[config.mk]
export PLATFORM = sky130hd
export DESIGN_NAME = phy_loopback_bypass_control
export DESIGN_NICKNAME = d
export VERILOG_FILES = /design/src/lpbk_pkg.sv /design/src/skid2.sv /design/src/phy_loopback_bypass_control.sv
export SDC_FILE = /design/constraint.sdc
export NUM_CORES = 1
export LEC_CHECK = 0
export BUFFER_PORTS_ARGS = -buffer_cell sky130_fd_sc_hd__buf_2
export CAP_MARGIN = 15
export CELL_PAD_IN_SITES_DETAIL_PLACEMENT = 1
export CELL_PAD_IN_SITES_GLOBAL_PLACEMENT = 1
export CORE_ASPECT_RATIO = 1.5
export CORE_MARGIN = 2
export CORE_UTILIZATION = 25
export CTS_BUF_LIST = sky130_fd_sc_hd__clkbuf_8
export DETAILED_ROUTE_END_ITERATION = 7
export GPL_ROUTABILITY_DRIVEN = 0
export PLACE_DENSITY = 0.53
export SKIP_CTS_REPAIR_TIMING = 1
export SYNTH_ARGS = -nofsm -noshare
export SYNTH_HDL_FRONTEND = slang
export SYNTH_HIERARCHICAL = 1
export SYNTH_SLANG_ARGS = --single-unit
[constraint.sdc]
create_clock -name CLK -period 3.3 [get_ports CLK]
set_clock_uncertainty 0.05 [all_clocks]
set_input_delay 0.495 -clock CLK [delete_from_list [all_inputs] [get_ports CLK]]
set_output_delay 0.495 -clock CLK [all_outputs]
set_load 0.03 [all_outputs]
[src/lpbk_pkg.sv]
package lpbk_pkg;
   localparam logic [3:0]  ADDR_CTRL_A      = 4'h0;
   localparam logic [3:0]  ADDR_CTRL_B      = 4'h1;
   localparam logic [3:0]  ADDR_STATUS      = 4'h2;
   localparam int          BIT_SELF_TEST    = 0;
   localparam int          BIT_REM_LOOP     = 2;
   localparam int          BIT_BYPASS       = 3;
   localparam int          BIT_LM_LOOP      = 4;
   localparam int          BIT_EB_LOOP      = 5;
   localparam int          BIT_SCRUB        = 11;
   localparam int          BIT_OVERRIDE     = 15;
   localparam logic [15:0] CTRL_A_RESET     = 16'h0000;
   localparam logic [15:0] CTRL_B_RESET     = 16'h0000;
   localparam logic [15:0] CTRL_A_MASK      = 16'h7FBF;
   localparam logic [15:0] CTRL_B_MASK      = 16'h8000;
   localparam logic [9:0]  IDLE_BYTE        = 10'h3FF;
   localparam logic [9:0]  ZERO_BYTE        = 10'h000;

   typedef enum logic [1:0]
   {
      CM_OFF    = 2'b00,
      CM_MAINTENANCE = 2'b01,
      CM_ACTIVE = 2'b10,
      CM_OTHER  = 2'b11
   } cm_state_t;

   typedef enum logic [1:0]
   {
      SRC_SYMBOL = 2'b00,
      SRC_TX     = 2'b01,
      SRC_IDLE   = 2'b10
   } rx_src_t;

   typedef struct packed
   {
      logic       valid;
      logic [9:0] data;
   } byte_beat_t;
endpackage

[src/skid2.sv]
`timescale 1ns/1ps
module skid2 #(
   parameter int WIDTH = 10
)(
   // Clock and reset
   input  wire logic             clk,
   input  wire logic             reset_n,
   // Fill side
   input  wire logic             in_valid,
   output      logic             in_ready,
   input  wire logic [WIDTH-1:0] in_data,
   // Drain side
   output      logic             out_valid,
   input  wire logic             out_ready,
   output      logic [WIDTH-1:0] out_data
);
   typedef struct packed
   {
      logic [1:0][WIDTH-1:0] mem;
      logic                  rd;
      logic                  wr;
      logic [1:0]            cnt;
   } skid_state_t;

   skid_state_t s_q;
   skid_state_t s_d;
   logic        push;
   logic        pop;

   assign in_ready  = (s_q.cnt != 2'h2);
   assign out_valid = (s_q.cnt != 2'h0);
   assign out_data  = s_q.mem[s_q.rd];
   assign push      = in_valid && in_ready;
   assign pop       = out_valid && out_ready;

   always_comb
   begin
      s_d = s_q;
      if (push)
      begin
         s_d.mem[s_q.wr] = in_data;
         s_d.wr          = ~s_q.wr;
      end
      if (pop)
      begin
         s_d.rd = ~s_q.rd;
      end
      s_d.cnt = s_q.cnt + {1'b0, push} - {1'b0, pop};
   end

   always_ff @(posedge clk or negedge reset_n)
   begin
      if (!reset_n)
      begin
         s_q <= '0;
      end
      else
      begin
         s_q <= s_d;
      end
   end
endmodule

[src/phy_loopback_bypass_control.sv]
`timescale 1ns/1ps
module phy_loopback_bypass_control (
   // Clock and reset
   input  wire logic                CLK,
   input  wire logic                RESET_N,
   // Classic Wishbone slave
   input  wire logic                WB_CYC_I,
   input  wire logic                WB_STB_I,
   input  wire logic                WB_WE_I,
   input  wire logic [5:0]          WB_ADR_I,
   input  wire logic [3:0]          WB_SEL_I,
   input  wire logic [31:0]         WB_DAT_I,
   output      logic [31:0]         WB_DAT_O,
   output      logic                WB_ACK_O,
   output      logic                WB_ERR_O,
   // Connection manager and self test status
   input  wire lpbk_pkg::cm_state_t CM_STATE,
   input  wire logic                SELF_TEST_RUNNING,
   // Data inputs
   input  wire logic [9:0]          TX_BYTE,
   input  wire logic                TX_VALID,
   input  wire logic [9:0]          RECEIVED_SYMBOL_BYTE,
   // Steering outputs to the receive path
   output      logic                PRE_FRAMER_LOOP_SEL,
   output      logic                LINE_MONITOR_LOOP_SEL,
   output      logic                FRAMER_CLOCK_LOCAL_SEL,
   output      logic [1:0]          BYPASS_SOURCE,
   // Receive byte output and transmit ready toward the MAC
   output      logic [9:0]          RX_BYTE,
   output      logic                RX_VALID,
   input  wire logic                RX_READY,
   output      logic                TX_READY
);
   typedef struct packed
   {
      logic [15:0]                ctrl_a;
      logic [15:0]                ctrl_b;
      logic [31:0]                rdata;
      logic                       ack;
      logic                       err;
      logic                       pre_loop;
      logic                       lm_loop;
      logic                       clk_local;
      lpbk_pkg::rx_src_t          src;
      lpbk_pkg::byte_beat_t       rx;
      logic                       tx_ready;
      logic [1:0]                 cm_meta;
      logic [1:0]                 cm_sync;
      logic                       built_in_self_test_meta;
      logic                       built_in_self_test_sync;
   } top_state_t;

   top_state_t s_q;
   top_state_t s_d;

   logic              req;
   logic              loop_writable;
   logic              bit_control;
   logic [15:0]       wr_a;
   logic [15:0]       new_a;
   lpbk_pkg::cm_state_t cm_now;
   logic              buf_in_valid;
   logic              buf_in_ready;
   logic [9:0]        buf_in_data;
   logic              buf_out_valid;
   logic [9:0]        buf_out_data;

   // Merges a 16-bit write into a register under the byte enables.
   function automatic logic [15:0] merge16(input logic [15:0] old_v, input logic [15:0] new_v,
                                           input logic [1:0] sel);
      logic [15:0] m;
      m = {{8{sel[1]}}, {8{sel[0]}}};
      return (old_v & ~m) | (new_v & m);
   endfunction

   assign cm_now        = lpbk_pkg::cm_state_t'(s_q.cm_sync);
   assign req           = WB_CYC_I && WB_STB_I && !s_q.ack && !s_q.err;
   assign loop_writable = (cm_now == lpbk_pkg::CM_OFF) || (cm_now == lpbk_pkg::CM_MAINTENANCE);
   assign bit_control   = (cm_now == lpbk_pkg::CM_MAINTENANCE) || s_q.ctrl_b[lpbk_pkg::BIT_OVERRIDE];
   assign wr_a          = merge16(s_q.ctrl_a, WB_DAT_I[15:0], WB_SEL_I[1:0]) & lpbk_pkg::CTRL_A_MASK;

   // The EB and LM loopback bits keep their old value when the connection manager refuses the write.
   always_comb
   begin
      new_a = wr_a;
      if (!loop_writable)
      begin
         new_a[lpbk_pkg::BIT_EB_LOOP] = s_q.ctrl_a[lpbk_pkg::BIT_EB_LOOP];
         new_a[lpbk_pkg::BIT_LM_LOOP] = s_q.ctrl_a[lpbk_pkg::BIT_LM_LOOP];
      end
   end

   // The receive byte source is chosen before the buffer; with the symbol or idle source a stall drops words.
   always_comb
   begin
      buf_in_data  = RECEIVED_SYMBOL_BYTE;
      buf_in_valid = 1'b1;
      case (s_q.src)
         lpbk_pkg::SRC_IDLE:
         begin
            buf_in_data = lpbk_pkg::IDLE_BYTE;
         end
         lpbk_pkg::SRC_TX:
         begin
            buf_in_data  = TX_BYTE;
            buf_in_valid = TX_VALID;
         end
         default:
         begin
            buf_in_data = RECEIVED_SYMBOL_BYTE;
         end
      endcase
   end

   skid2 #(
      .WIDTH (10)
   ) u_buf (
      .clk       (CLK),
      .reset_n   (RESET_N),
      .in_valid  (buf_in_valid),
      .in_ready  (buf_in_ready),
      .in_data   (buf_in_data),
      .out_valid (buf_out_valid),
      .out_ready (RX_READY || !s_q.rx.valid),
      .out_data  (buf_out_data)
   );

   always_comb
   begin
      s_d           = s_q;
      s_d.cm_meta   = CM_STATE;
      s_d.cm_sync   = s_q.cm_meta;
      s_d.built_in_self_test_meta = SELF_TEST_RUNNING;
      s_d.built_in_self_test_sync = s_q.built_in_self_test_meta;
      s_d.ack       = 1'b0;
      s_d.err       = 1'b0;
      if (req)
      begin
         s_d.rdata = 32'h0000_0000;
         case (WB_ADR_I[5:2])
            lpbk_pkg::ADDR_CTRL_A:
            begin
               s_d.ack = 1'b1;
               if (WB_WE_I)
               begin
                  s_d.ctrl_a = new_a;
               end
               s_d.rdata = {16'h0000, s_q.ctrl_a};
            end
            lpbk_pkg::ADDR_CTRL_B:
            begin
               s_d.ack = 1'b1;
               if (WB_WE_I)
               begin
                  s_d.ctrl_b = merge16(s_q.ctrl_b, WB_DAT_I[15:0], WB_SEL_I[1:0]) & lpbk_pkg::CTRL_B_MASK;
               end
               s_d.rdata = {16'h0000, s_q.ctrl_b};
            end
            lpbk_pkg::ADDR_STATUS:
            begin
               s_d.ack   = 1'b1;
               s_d.rdata = {22'h000000, s_q.src, s_q.clk_local, s_q.lm_loop, s_q.pre_loop,
                            s_q.built_in_self_test_sync, bit_control, loop_writable, s_q.cm_sync};
            end
            default:
            begin
               s_d.err = 1'b1;
            end
         endcase
      end
      // Self test forces the pre-framer path; the clock follows only the EB loop bit, not self test.
      s_d.pre_loop  = s_q.ctrl_a[lpbk_pkg::BIT_EB_LOOP] || s_q.built_in_self_test_sync;
      s_d.clk_local = s_q.ctrl_a[lpbk_pkg::BIT_EB_LOOP];
      s_d.lm_loop   = s_q.ctrl_a[lpbk_pkg::BIT_LM_LOOP];
      if (bit_control && s_q.ctrl_a[lpbk_pkg::BIT_BYPASS] && s_q.ctrl_a[lpbk_pkg::BIT_SCRUB])
      begin
         s_d.src = lpbk_pkg::SRC_IDLE;
      end
      else if (bit_control && s_q.ctrl_a[lpbk_pkg::BIT_BYPASS])
      begin
         s_d.src = lpbk_pkg::SRC_TX;
      end
      else
      begin
         s_d.src = lpbk_pkg::SRC_SYMBOL;
      end
      if (RX_READY || !s_q.rx.valid)
      begin
         s_d.rx.valid = buf_out_valid;
         s_d.rx.data  = buf_out_valid ? buf_out_data : lpbk_pkg::ZERO_BYTE;
      end
      // Transmit is only held off while it is the selected source and the buffer is full.
      s_d.tx_ready = buf_in_ready || (s_d.src != lpbk_pkg::SRC_TX);
   end

   always_ff @(posedge CLK or negedge RESET_N)
   begin
      if (!RESET_N)
      begin
         s_q        <= '0;
         s_q.ctrl_a <= lpbk_pkg::CTRL_A_RESET;
         s_q.ctrl_b <= lpbk_pkg::CTRL_B_RESET;
      end
      else
      begin
         s_q <= s_d;
      end
   end

   // Setting the EB loop bit switches the framer clock; software must tolerate the glitch.
   assign WB_DAT_O               = s_q.rdata;
   assign WB_ACK_O               = s_q.ack;
   assign WB_ERR_O               = s_q.err;
   assign PRE_FRAMER_LOOP_SEL    = s_q.pre_loop;
   assign LINE_MONITOR_LOOP_SEL  = s_q.lm_loop;
   assign FRAMER_CLOCK_LOCAL_SEL = s_q.clk_local;
   assign BYPASS_SOURCE          = s_q.src;
   assign RX_BYTE                = s_q.rx.data;
   assign RX_VALID               = s_q.rx.valid;
   assign TX_READY               = s_q.tx_ready;
endmodule

Yosys cells after proc, flatten, opt, wreduce, memory -nomap -nowiden:

Cells that the tools add are included.

* bitwise gates (word level): 8
* magnitude comparators: 3
* equal/unequal tests: 7
* reduce and logical (&&, ||, !) cells: 23
* mux-type cells: 13
* $add $sub $neg: 2

Operators by type and width (number)
* 17-bit case mux with 3 select lines: 1
* 10-bit two-way mux: 4
* 16-bit bitwise AND: 2
* 20-bit bitwise mux: 1
* 10-bit case mux with 2 select lines: 1
* 16-bit NOT: 1
* 16-bit OR: 1
* 15-bit bitwise AND: 1
* 15-bit OR: 1
* 10-bit demux with 1-bit select: 1
* 1-bit logical AND: 8
* 3-bit AND reduction: 2
* 1-bit logical OR: 5
* 2-bit by 1-bit equality test with 1-bit output (second input constant): 2
* 4-bit by 1-bit equality test with 1-bit output (second input constant): 1
* 4-bit by 2-bit equality test with 1-bit output (second input constant): 1
* 4-bit logical NOT: 1
* 1-bit by 2-bit less-than comparator with 1-bit output (second input constant): 2
* 2-bit two-way mux: 2
* 4-bit AND reduction: 1
* 1-bit logical NOT: 3
* 1-bit two-way mux: 3
* 3-bit OR reduction: 1
* 2-bit by 1-bit adder with 2-bit output: 1
* other kinds (8): 9

* output and inout port bits: 51
* input port bits: 72
* logic and storage cells: 78
* bits in registers: 80

Longest topological paths before layout:

Gate-level depths: netlist of the first run.

* word-level depth: 7
* gate-level depth with buffers: 9
* mapped depth without buffers: 9

Hierarchy:

The synthesis of the first run kept the hierarchy.

By module, submodules not included
* phy_loopback_bypass_control: cells an instance 257, times used 1, seq. area each 1401.3 um^2, area an instance 2668.8 um^2
* skid2: cells an instance 70, times used 1, seq. area each 600.6 um^2, area an instance 1154.9 um^2

Worst setup path before layout of the first run:

Ideal clock, no wire load.

* path type: register to register
* start point: reg s_q, in the netlist RX_VALID
* end point: reg u_buf/s_q[1] (netlist bit)
* cell stages (with the launch flop): 10
* path slack: 1305 ps
* path buffers: 1
* arrival time: 1820 ps
* data required time: 3125 ps
* period minus slack after synthesis: 1995 ps
* library setup time: 125 ps
* path through: dfrtp_1 nor2b_1 inv_1 clkbuf_1 and2_1 ha_1 inv_1 ha_1 xnor2_1 xnor2_1

RTL lines
* from (decl): RTL line phy_loopback_bypass_control.sv:53 `top_state_t s_q;`
* to (signal assigned): RTL line skid2.sv:55 `s_q <= '0;`
* to (signal assigned): RTL line skid2.sv:59 `s_q <= s_d;`
* to (decl): RTL line skid2.sv:25 `skid_state_t s_q;`

Worst setup path in the final report of the first run:

* start point: reg s_q, in the netlist BYPASS_SOURCE[1]
* end point: reg u_buf/s_q[6] (netlist bit)

* longest elaborated chain between the ends: 3
* elaborated cells between the ends (all ways): 6
* classes of those cells: 2 x eq/ne; 3 x mux; 1 x reduce/logical

RTL lines
* 2-bit by 1-bit equality test with 1-bit output: RTL line phy_loopback_bypass_control.sv:98 `case (s_q.src)`
* 1-bit two-way mux: RTL line phy_loopback_bypass_control.sv:98
* named net buf_in_valid: RTL line phy_loopback_bypass_control.sv:62 `logic buf_in_valid;`
* 1-bit logical AND: RTL line skid2.sv:33 `assign push = in_valid && in_ready;`

The timed path passes the listed nets, and every way through them passes these cells.
A chain may end at the register's enable or synchronous reset.

==> run_summary.xml, run 1 <==
<?xml version="1.0" encoding="UTF-8"?>
<metrics>
  <group name="synthesis">
    <metric name="synth_async_sr_flop_share" unit="">1.000</metric>
    <metric name="synth.yosys.warnings" unit="">6</metric>
    <metric name="synthesis.instances" unit="">327</metric>
    <metric name="synth_seq_area_share" unit="">0.5236</metric>
    <metric name="mappedNetlistArea" unit="um2">3824</metric>
    <metric name="synth.avg_cell_area" unit="um2">11.69</metric>
    <metric name="ys_dominant_reg_cell" unit="">sky130_fd_sc_hd__dfrtp_1</metric>
    <metric name="number_of_flops_mapped_to_enable_cells_by_yosys" unit="">0</metric>
    <metric name="ys_seq_elements" unit="">80</metric>
    <metric name="number_of_unique_standard_cell_types_used_by_synthesis" unit="">37</metric>
  </group>
  <group name="die">
    <metric name="placementRows" unit="">55</metric>
    <metric name="fp.dieW" unit="um">105.0</metric>
    <metric name="initial_utilization" unit="">0.2549</metric>
    <metric name="die_height" unit="um">155.5</metric>
    <metric name="top_level_ports" unit="">123</metric>
    <metric name="die_area" unit="um2">16320</metric>
    <metric name="design.core.area" unit="um2">15000</metric>
  </group>
  <group name="power">
    <metric name="p_int" unit="mW">2.085</metric>
    <metric name="fin_total_pwr" unit="mW">3.200</metric>
    <metric name="p_leak" unit="nW">2.184</metric>
    <metric name="switching_share_of_power" unit="">0.3484</metric>
    <metric name="power.share.combinational" unit="">0.354</metric>
    <metric name="sequentialPowerShare" unit="">0.432</metric>
    <metric name="power.density_cell_area" unit="nW/um2">735.1</metric>
    <metric name="part_of_the_power_in_the_clock_network" unit="">0.214</metric>
    <metric name="vdd.ir_drop.worst" unit="mV">0.1986</metric>
    <metric name="net-switching-power" unit="mW">1.115</metric>
  </group>
  <group name="worst_hold_path">
    <metric name="hold_class" unit="">input pin to flop</metric>
  </group>
  <group name="clocking">
    <metric name="cts_tree" unit="">done</metric>
    <metric name="cts_max_path_buffers" unit="">2</metric>
    <metric name="clk_latency" unit="ns">0.36</metric>
    <metric name="cts_inserted_buffers" unit="">9</metric>
    <metric name="cts.reportedPaths.clkPinSlew" unit="ns">0.09</metric>
    <metric name="htree_levels" unit="">3</metric>
    <metric name="cts_num_sinks" unit="">80</metric>
    <metric name="clockRootBuffer" unit="">sky130_fd_sc_hd__clkbuf_8</metric>
  </group>
  <group name="global_routing">
    <metric name="global_route.overflow_total" unit="">0</metric>
    <metric name="global_route.usage.total" unit="">0.1072</metric>
    <metric name="wire_length_of_the_first_global_routing_pass" unit="um">13420</metric>
    <metric name="first_global_vias" unit="">2540</metric>
    <metric name="initial_antenna_violation_count" unit="">0</metric>
    <metric name="largest_net_degree_at_the_start_of_global_routing" unit="">81</metric>
  </group>
  <group name="critical_path">
    <metric name="critical-path-top-delay-family" unit="">simple AND/OR/NAND/NOR gates</metric>
    <metric name="crit_path_start_kind" unit="">flop</metric>
    <metric name="timing.critical_path.slowest_stage_cell" unit="">sky130_fd_sc_hd__and3b_1</metric>
    <metric name="sequence_of_cells_on_the_critical_path" unit="">inv_1 &gt; ha_1 &gt; nand2b_1 &gt; and3b_1 &gt; mux2_4</metric>
    <metric name="critPathCaptureType" unit="">flop</metric>
    <metric name="cp_data_required_time" unit="ns">3.49</metric>
    <metric name="cp.arrival" unit="ns">2.35</metric>
    <metric name="timing_worst_setup_path_type" unit="">flop to flop</metric>
    <metric name="critical-path-max-stage-delay" unit="ns">0.63</metric>
    <metric name="critical_path.n_buffers_inverters" unit="">1</metric>
    <metric name="critical_path.max_fanout" unit="">11</metric>
  </group>
  <group name="layout">
    <metric name="final_design_area_no_fill" unit="um2">4353</metric>
    <metric name="antenna_diode_instance_count" unit="">0</metric>
    <metric name="post_layout_nonfiller_instances" unit="">585</metric>
    <metric name="finish.utilization" unit="">0.2902</metric>
    <metric name="areaGrowthSynthToFinish" unit="%">13.84</metric>
    <metric name="layout.cells.most_common" unit="">sky130_fd_sc_hd__buf_2</metric>
    <metric name="nNetsFinal" unit="">457</metric>
    <metric name="layout_common_cells" unit="">84 x sky130_fd_sc_hd__buf_2, 80 x sky130_fd_sc_hd__dfrtp_1, 46 x sky130_fd_sc_hd__nand2_1</metric>
    <metric name="fraction_of_final_layout_cells_sized_beyond_drive_strength_1" unit="">0.4041</metric>
  </group>
  <group name="drt">
    <metric name="drt_pass1_iterations" unit="">3</metric>
    <metric name="vias_per_cell" unit="">4.070</metric>
    <metric name="remaining_drc_errors" unit="">0</metric>
    <metric name="initialDrtViolationCount" unit="">39</metric>
    <metric name="post_drt_wl_per_cell" unit="um">14.09</metric>
    <metric name="dr_total_vias" unit="">2381</metric>
    <metric name="drt_wl_total" unit="um">8245</metric>
    <metric name="drtAntennaViolNets" unit="">0</metric>
  </group>
  <group name="run_status">
    <metric name="run_status" unit="">finished clean</metric>
  </group>
  <group name="job">
    <metric name="maxCapViolations" unit="">0</metric>
  </group>
  <group name="sta">
    <metric name="tightestPinTransition" unit="ns">1.033</metric>
    <metric name="worst_hold_slack_across_all_endpoints" unit="ns">0.1922</metric>
    <metric name="final.setup.tns" unit="ns">0</metric>
    <metric name="fin_crit" unit="ns">2.161</metric>
    <metric name="setup_violations" unit="">0</metric>
    <metric name="hold_violations" unit="">0</metric>
    <metric name="timing.fmax" unit="MHz">462.8</metric>
    <metric name="slew_headroom" unit="">0.3110</metric>
    <metric name="post-route-period-util" unit="">0.6548</metric>
    <metric name="post-route-worst-setup-slack" unit="ns">1.139</metric>
    <metric name="rsz0062_at_grt" unit="">no</metric>
    <metric name="report.final.slew_viol_count" unit="">0</metric>
  </group>
  <group name="placement">
    <metric name="detailed_place_hpwl" unit="um">6192</metric>
    <metric name="dpl_cell_area" unit="um2">4168</metric>
    <metric name="buffer_ports.inserted" unit="">85</metric>
    <metric name="place_worst_setup_slack" unit="ns">0.9476</metric>
    <metric name="placed_cells" unit="">569</metric>
  </group>
</metrics>
-- cell usage after synthesis (3+ instances only) --
cell	count	share of area
sky130_fd_sc_hd__ha_1	4	0.013
sky130_fd_sc_hd__a22o_1	5	0.011
sky130_fd_sc_hd__a21oi_1	10	0.013
sky130_fd_sc_hd__nand3_1	10	0.013
sky130_fd_sc_hd__nor2b_1	3	0.0049
sky130_fd_sc_hd__xnor2_1	3	0.0069
sky130_fd_sc_hd__clkbuf_1	10	0.0098
sky130_fd_sc_hd__o21ai_0	21	0.027
sky130_fd_sc_hd__buf_4	44	0.086
sky130_fd_sc_hd__mux2_2	25	0.074
sky130_fd_sc_hd__mux2i_1	8	0.021
sky130_fd_sc_hd__nand2_1	46	0.045
sky130_fd_sc_hd__mux2_4	20	0.079
sky130_fd_sc_hd__nor2_1	5	0.0049
sky130_fd_sc_hd__inv_1	6	0.0059
sky130_fd_sc_hd__dfrtp_1	80	0.52
-- layout make-up --
class                   count  area, um2
clock buffers               9      123.9
clock inverters             7      61.31
fillers                  1779      10650
inverters                   6      22.52
multi-input cells         197       1451
flip-flops and latches     80       2002
well taps                 199      249.0
repair buffers             87      442.9
-- worst paths after layout --
kind	from	slack, ns	end	cells after the start
setup reg to reg	BYPASS_SOURCE[1]	1.14	u_buf/s_q[6]	5
hold / removal	CM_STATE[0]	0.19	s_d[2]	1
setup / recovery	BYPASS_SOURCE[1]	1.14	u_buf/s_q[6]	5
max in group asynchronous	RESET_N	2.28	async pin	1
hold reg to reg	s_d[0]	0.30	s_q[0]	0
min in group asynchronous	RESET_N	0.26	LINE_MONITOR_LOOP_SEL	1
-- power groups by stage --
stage          combinational (mW)  sequential (mW)  clock (mW)
6_report                     1.13             1.38       0.685
5_1_grt                      1.23             1.42       0.774
4_1_cts                      1.16             1.39       0.725
3_5_place_dp                 1.16             1.41           0
3_3_place_gp                 1.14             1.39           0
2_1_floorplan                1.03             1.35           0
-- cells by family after synthesis --
group	count (synthesis)	synth area share
XOR/XNOR	4	0.009164
multiplexers	53	0.1731
AO/OA/AOI/OAI	38	0.05596
buffers and inverters	65	0.1116
other	1	0.0009807
flip-flops	80	0.5236
adder cells (fa/ha/maj)	4	0.01309
AND/OR/NAND/NOR	82	0.1126
-- routing by layer --
metal  global-route usage  vias up  part of all wire
met2               0.1827       76              0.51
met5                    0        -                 0
li1                     -     1155                 -
met1               0.1253     1142              0.42
met4              0.04571        0             0.018
met3              0.03100        8             0.051
Note: power is estimated with default switching activity, not from simulation.
==> inputs of run 2 (changes only) <==
--- a/config.mk
+++ b/config.mk
@@ -15,7 +15,7 @@
 export CTS_BUF_LIST = sky130_fd_sc_hd__clkbuf_8
 export DETAILED_ROUTE_END_ITERATION = 7
 export GPL_ROUTABILITY_DRIVEN = 0
-export PLACE_DENSITY = 0.53
+export PLACE_DENSITY = 0.55
 export SKIP_CTS_REPAIR_TIMING = 1
 export SYNTH_ARGS = -nofsm -noshare
 export SYNTH_HDL_FRONTEND = slang
==> constraint.sdc (replaced) <==
create_clock -name CLK -period 1.91 [get_ports CLK]
set_clock_uncertainty 0.05 [all_clocks]
set_input_delay 0.2865 -clock CLK [delete_from_list [all_inputs] [get_ports CLK]]
set_output_delay 0.2865 -clock CLK [all_outputs]
set_load 0.03 [all_outputs]
==> run 2 against run 1 <==
Compared with the run above: clock power up 96%; routed wire length increased by 1.8%; sequential power grew 72%; hold slack got worse by 0.10 ns; final area grew 5.9%; combinational power is 89% higher; worst setup slack lost 1.1 ns; sequential share of layout area down 2.5 points; non-clock buffer count increased by 18; clock-buffer cell count unchanged; utilization grew 1.7 points; die area unchanged; critical path type unchanged.
==> run_summary.xml, run 2 (synthesized netlist as in run 1, its figures left out) <==
<?xml version="1.0" encoding="UTF-8"?>
<metrics>
  <group name="sta">
    <metric name="timing.fmax" unit="MHz">546.3</metric>
    <metric name="report.final.slew_viol_count" unit="">0</metric>
    <metric name="final.setup.tns" unit="ns">0</metric>
    <metric name="post-route-period-util" unit="">0.9584</metric>
    <metric name="tightestPinTransition" unit="ns">0.5264</metric>
    <metric name="post-route-worst-setup-slack" unit="ns">0.07945</metric>
    <metric name="setup_violations" unit="">0</metric>
    <metric name="fin_crit" unit="ns">1.831</metric>
    <metric name="hold_violations" unit="">0</metric>
    <metric name="rsz0062_at_grt" unit="">no</metric>
    <metric name="slew_headroom" unit="">0.6490</metric>
  </group>
  <group name="critical_path">
    <metric name="cp_data_required_time" unit="ns">2.12</metric>
    <metric name="timing.critical_path.slowest_stage_cell" unit="">sky130_fd_sc_hd__dfrtp_1</metric>
    <metric name="path_common_cell" unit="">sky130_fd_sc_hd__ha_1</metric>
    <metric name="critical_path.n_buffers_inverters" unit="">1</metric>
    <metric name="critical-path-top-delay-family" unit="">simple AND/OR/NAND/NOR gates</metric>
    <metric name="critPathCaptureType" unit="">flop</metric>
    <metric name="sequence_of_cells_on_the_critical_path" unit="">or2_2 &gt; and2_1 &gt; ha_1 &gt; inv_1 &gt; ha_1 &gt; xnor2_2 &gt; xnor2_1</metric>
    <metric name="cp.arrival" unit="ns">2.04</metric>
    <metric name="crit_path_start_kind" unit="">flop</metric>
    <metric name="critical_path.max_fanout" unit="">3</metric>
    <metric name="timing_worst_setup_path_type" unit="">flop to flop</metric>
    <metric name="critical-path-max-stage-delay" unit="ns">0.41</metric>
  </group>
  <group name="layout">
    <metric name="areaGrowthSynthToFinish" unit="%">20.55</metric>
    <metric name="antenna_diode_instance_count" unit="">0</metric>
    <metric name="nNetsFinal" unit="">475</metric>
    <metric name="finish.utilization" unit="">0.3073</metric>
    <metric name="final_design_area_no_fill" unit="um2">4609</metric>
    <metric name="layout_common_cells" unit="">84 x sky130_fd_sc_hd__buf_2, 79 x sky130_fd_sc_hd__dfrtp_1, 45 x sky130_fd_sc_hd__nand2_1</metric>
    <metric name="fraction_of_final_layout_cells_sized_beyond_drive_strength_1" unit="">0.4381</metric>
    <metric name="layout.cells.most_common" unit="">sky130_fd_sc_hd__buf_2</metric>
  </group>
  <group name="global_routing">
    <metric name="wire_length_of_the_first_global_routing_pass" unit="um">13430</metric>
    <metric name="global_route.usage.total" unit="">0.1058</metric>
    <metric name="largest_net_degree_at_the_start_of_global_routing" unit="">48</metric>
    <metric name="first_global_vias" unit="">2579</metric>
    <metric name="global_route.overflow_total" unit="">0</metric>
    <metric name="initial_antenna_violation_count" unit="">0</metric>
  </group>
  <group name="die">
    <metric name="initial_utilization" unit="">0.2549</metric>
    <metric name="top_level_ports" unit="">123</metric>
    <metric name="die_area" unit="um2">16320</metric>
    <metric name="placementRows" unit="">55</metric>
    <metric name="design.core.area" unit="um2">15000</metric>
    <metric name="fp.dieW" unit="um">105.0</metric>
    <metric name="die_height" unit="um">155.5</metric>
  </group>
  <group name="power">
    <metric name="power.density_cell_area" unit="nW/um2">1271</metric>
    <metric name="p_leak" unit="nW">2.311</metric>
    <metric name="fin_total_pwr" unit="mW">5.858</metric>
    <metric name="vdd.ir_drop.worst" unit="mV">0.3912</metric>
  </group>
  <group name="clocking">
    <metric name="clockRootBuffer" unit="">sky130_fd_sc_hd__clkbuf_8</metric>
    <metric name="htree_levels" unit="">3</metric>
    <metric name="cts_num_sinks" unit="">80</metric>
    <metric name="cts_max_path_buffers" unit="">2</metric>
    <metric name="cts.reportedPaths.clkPinSlew" unit="ns">0.10</metric>
    <metric name="cts_inserted_buffers" unit="">9</metric>
    <metric name="clk_latency" unit="ns">0.37</metric>
    <metric name="cts_tree" unit="">done</metric>
  </group>
  <group name="drt">
    <metric name="drt_wl_total" unit="um">8392</metric>
    <metric name="initialDrtViolationCount" unit="">63</metric>
    <metric name="drtAntennaViolNets" unit="">0</metric>
    <metric name="drt_pass1_iterations" unit="">4</metric>
    <metric name="remaining_drc_errors" unit="">0</metric>
    <metric name="dr_total_vias" unit="">2464</metric>
    <metric name="vias_per_cell" unit="">4.086</metric>
    <metric name="post_drt_wl_per_cell" unit="um">13.92</metric>
  </group>
  <group name="placement">
    <metric name="detailed_place_hpwl" unit="um">6485</metric>
    <metric name="buffer_ports.inserted" unit="">85</metric>
    <metric name="place_worst_setup_slack" unit="ns">-0.03882</metric>
    <metric name="dpl_cell_area" unit="um2">4324</metric>
  </group>
  <group name="job">
    <metric name="maxCapViolations" unit="">0</metric>
  </group>
  <group name="worst_hold_path">
    <metric name="hold_class" unit="">input pin to flop</metric>
  </group>
  <group name="run_status">
    <metric name="run_status" unit="">finished clean</metric>
  </group>
</metrics>
## run 2: cell types whose count changed in the layout (fill, tap and decap cells not counted), sizes merged
cell         previous run  this run
buf                    87       101
bufinv                  0         1
clkinv                  3         1
dlygate4sd3             0         4
inv                    10        11
## run 2: final cells by class
class	count	area, um2
clock buffer	9	123.9
clock inverter	7	85.08
fill	1734	10390
inverter	6	22.52
multi-input combinational	197	1488
sequential	80	2003
tap	199	249.0
timing repair buffer	105	638.1
## run 2: layer usage
| metal | routed length (um) | part of all wire | vias to the layer above | global-route usage |
|---|---|---|---|---|
| li1 | - | - | 1187 | - |
| met2 | 4275 | 0.51 | 83 | 0.1855 |
| met3 | 400 | 0.048 | 10 | 0.02011 |
| met4 | 170 | 0.020 | 0 | 0.05143 |
| met1 | 3545 | 0.42 | 1184 | 0.1234 |
| met5 | 0 | 0 | - | 0 |
## run 2: power breakdown
group / total (mW) / switching, mW / internal (mW)
Clock: 1.34 / 0.702 / 0.634
Sequential: 2.38 / 0.267 / 2.11
Combinational: 2.14 / 1.03 / 1.11
## run 2: final timing paths
path                                   start           end  slack [ns]  cells past startpoint
min in group asynchronous            RESET_N   WB_DAT_O[6]        0.22                      2
worst max-delay path            u_buf/s_q[0]  u_buf/s_q[1]        0.08                      7
worst min-delay path             WB_DAT_I[2]          flop        0.09                      2
worst min register to register        s_d[3]     cm_now[1]        0.31                      0
max in group asynchronous            RESET_N   WB_DAT_O[8]        1.03                      3
worst max register to register  u_buf/s_q[0]  u_buf/s_q[1]        0.08                      7
## run 2: stage by stage
stage,cells,hold slack (ns)
2_1_floorplan,342,-0.05909
3_3_place_gp,583,0.06678
3_5_place_dp,583,0.06731
4_1_cts,599,-0.3505
5_1_grt,603,0.07730
6_report,603,0.09160
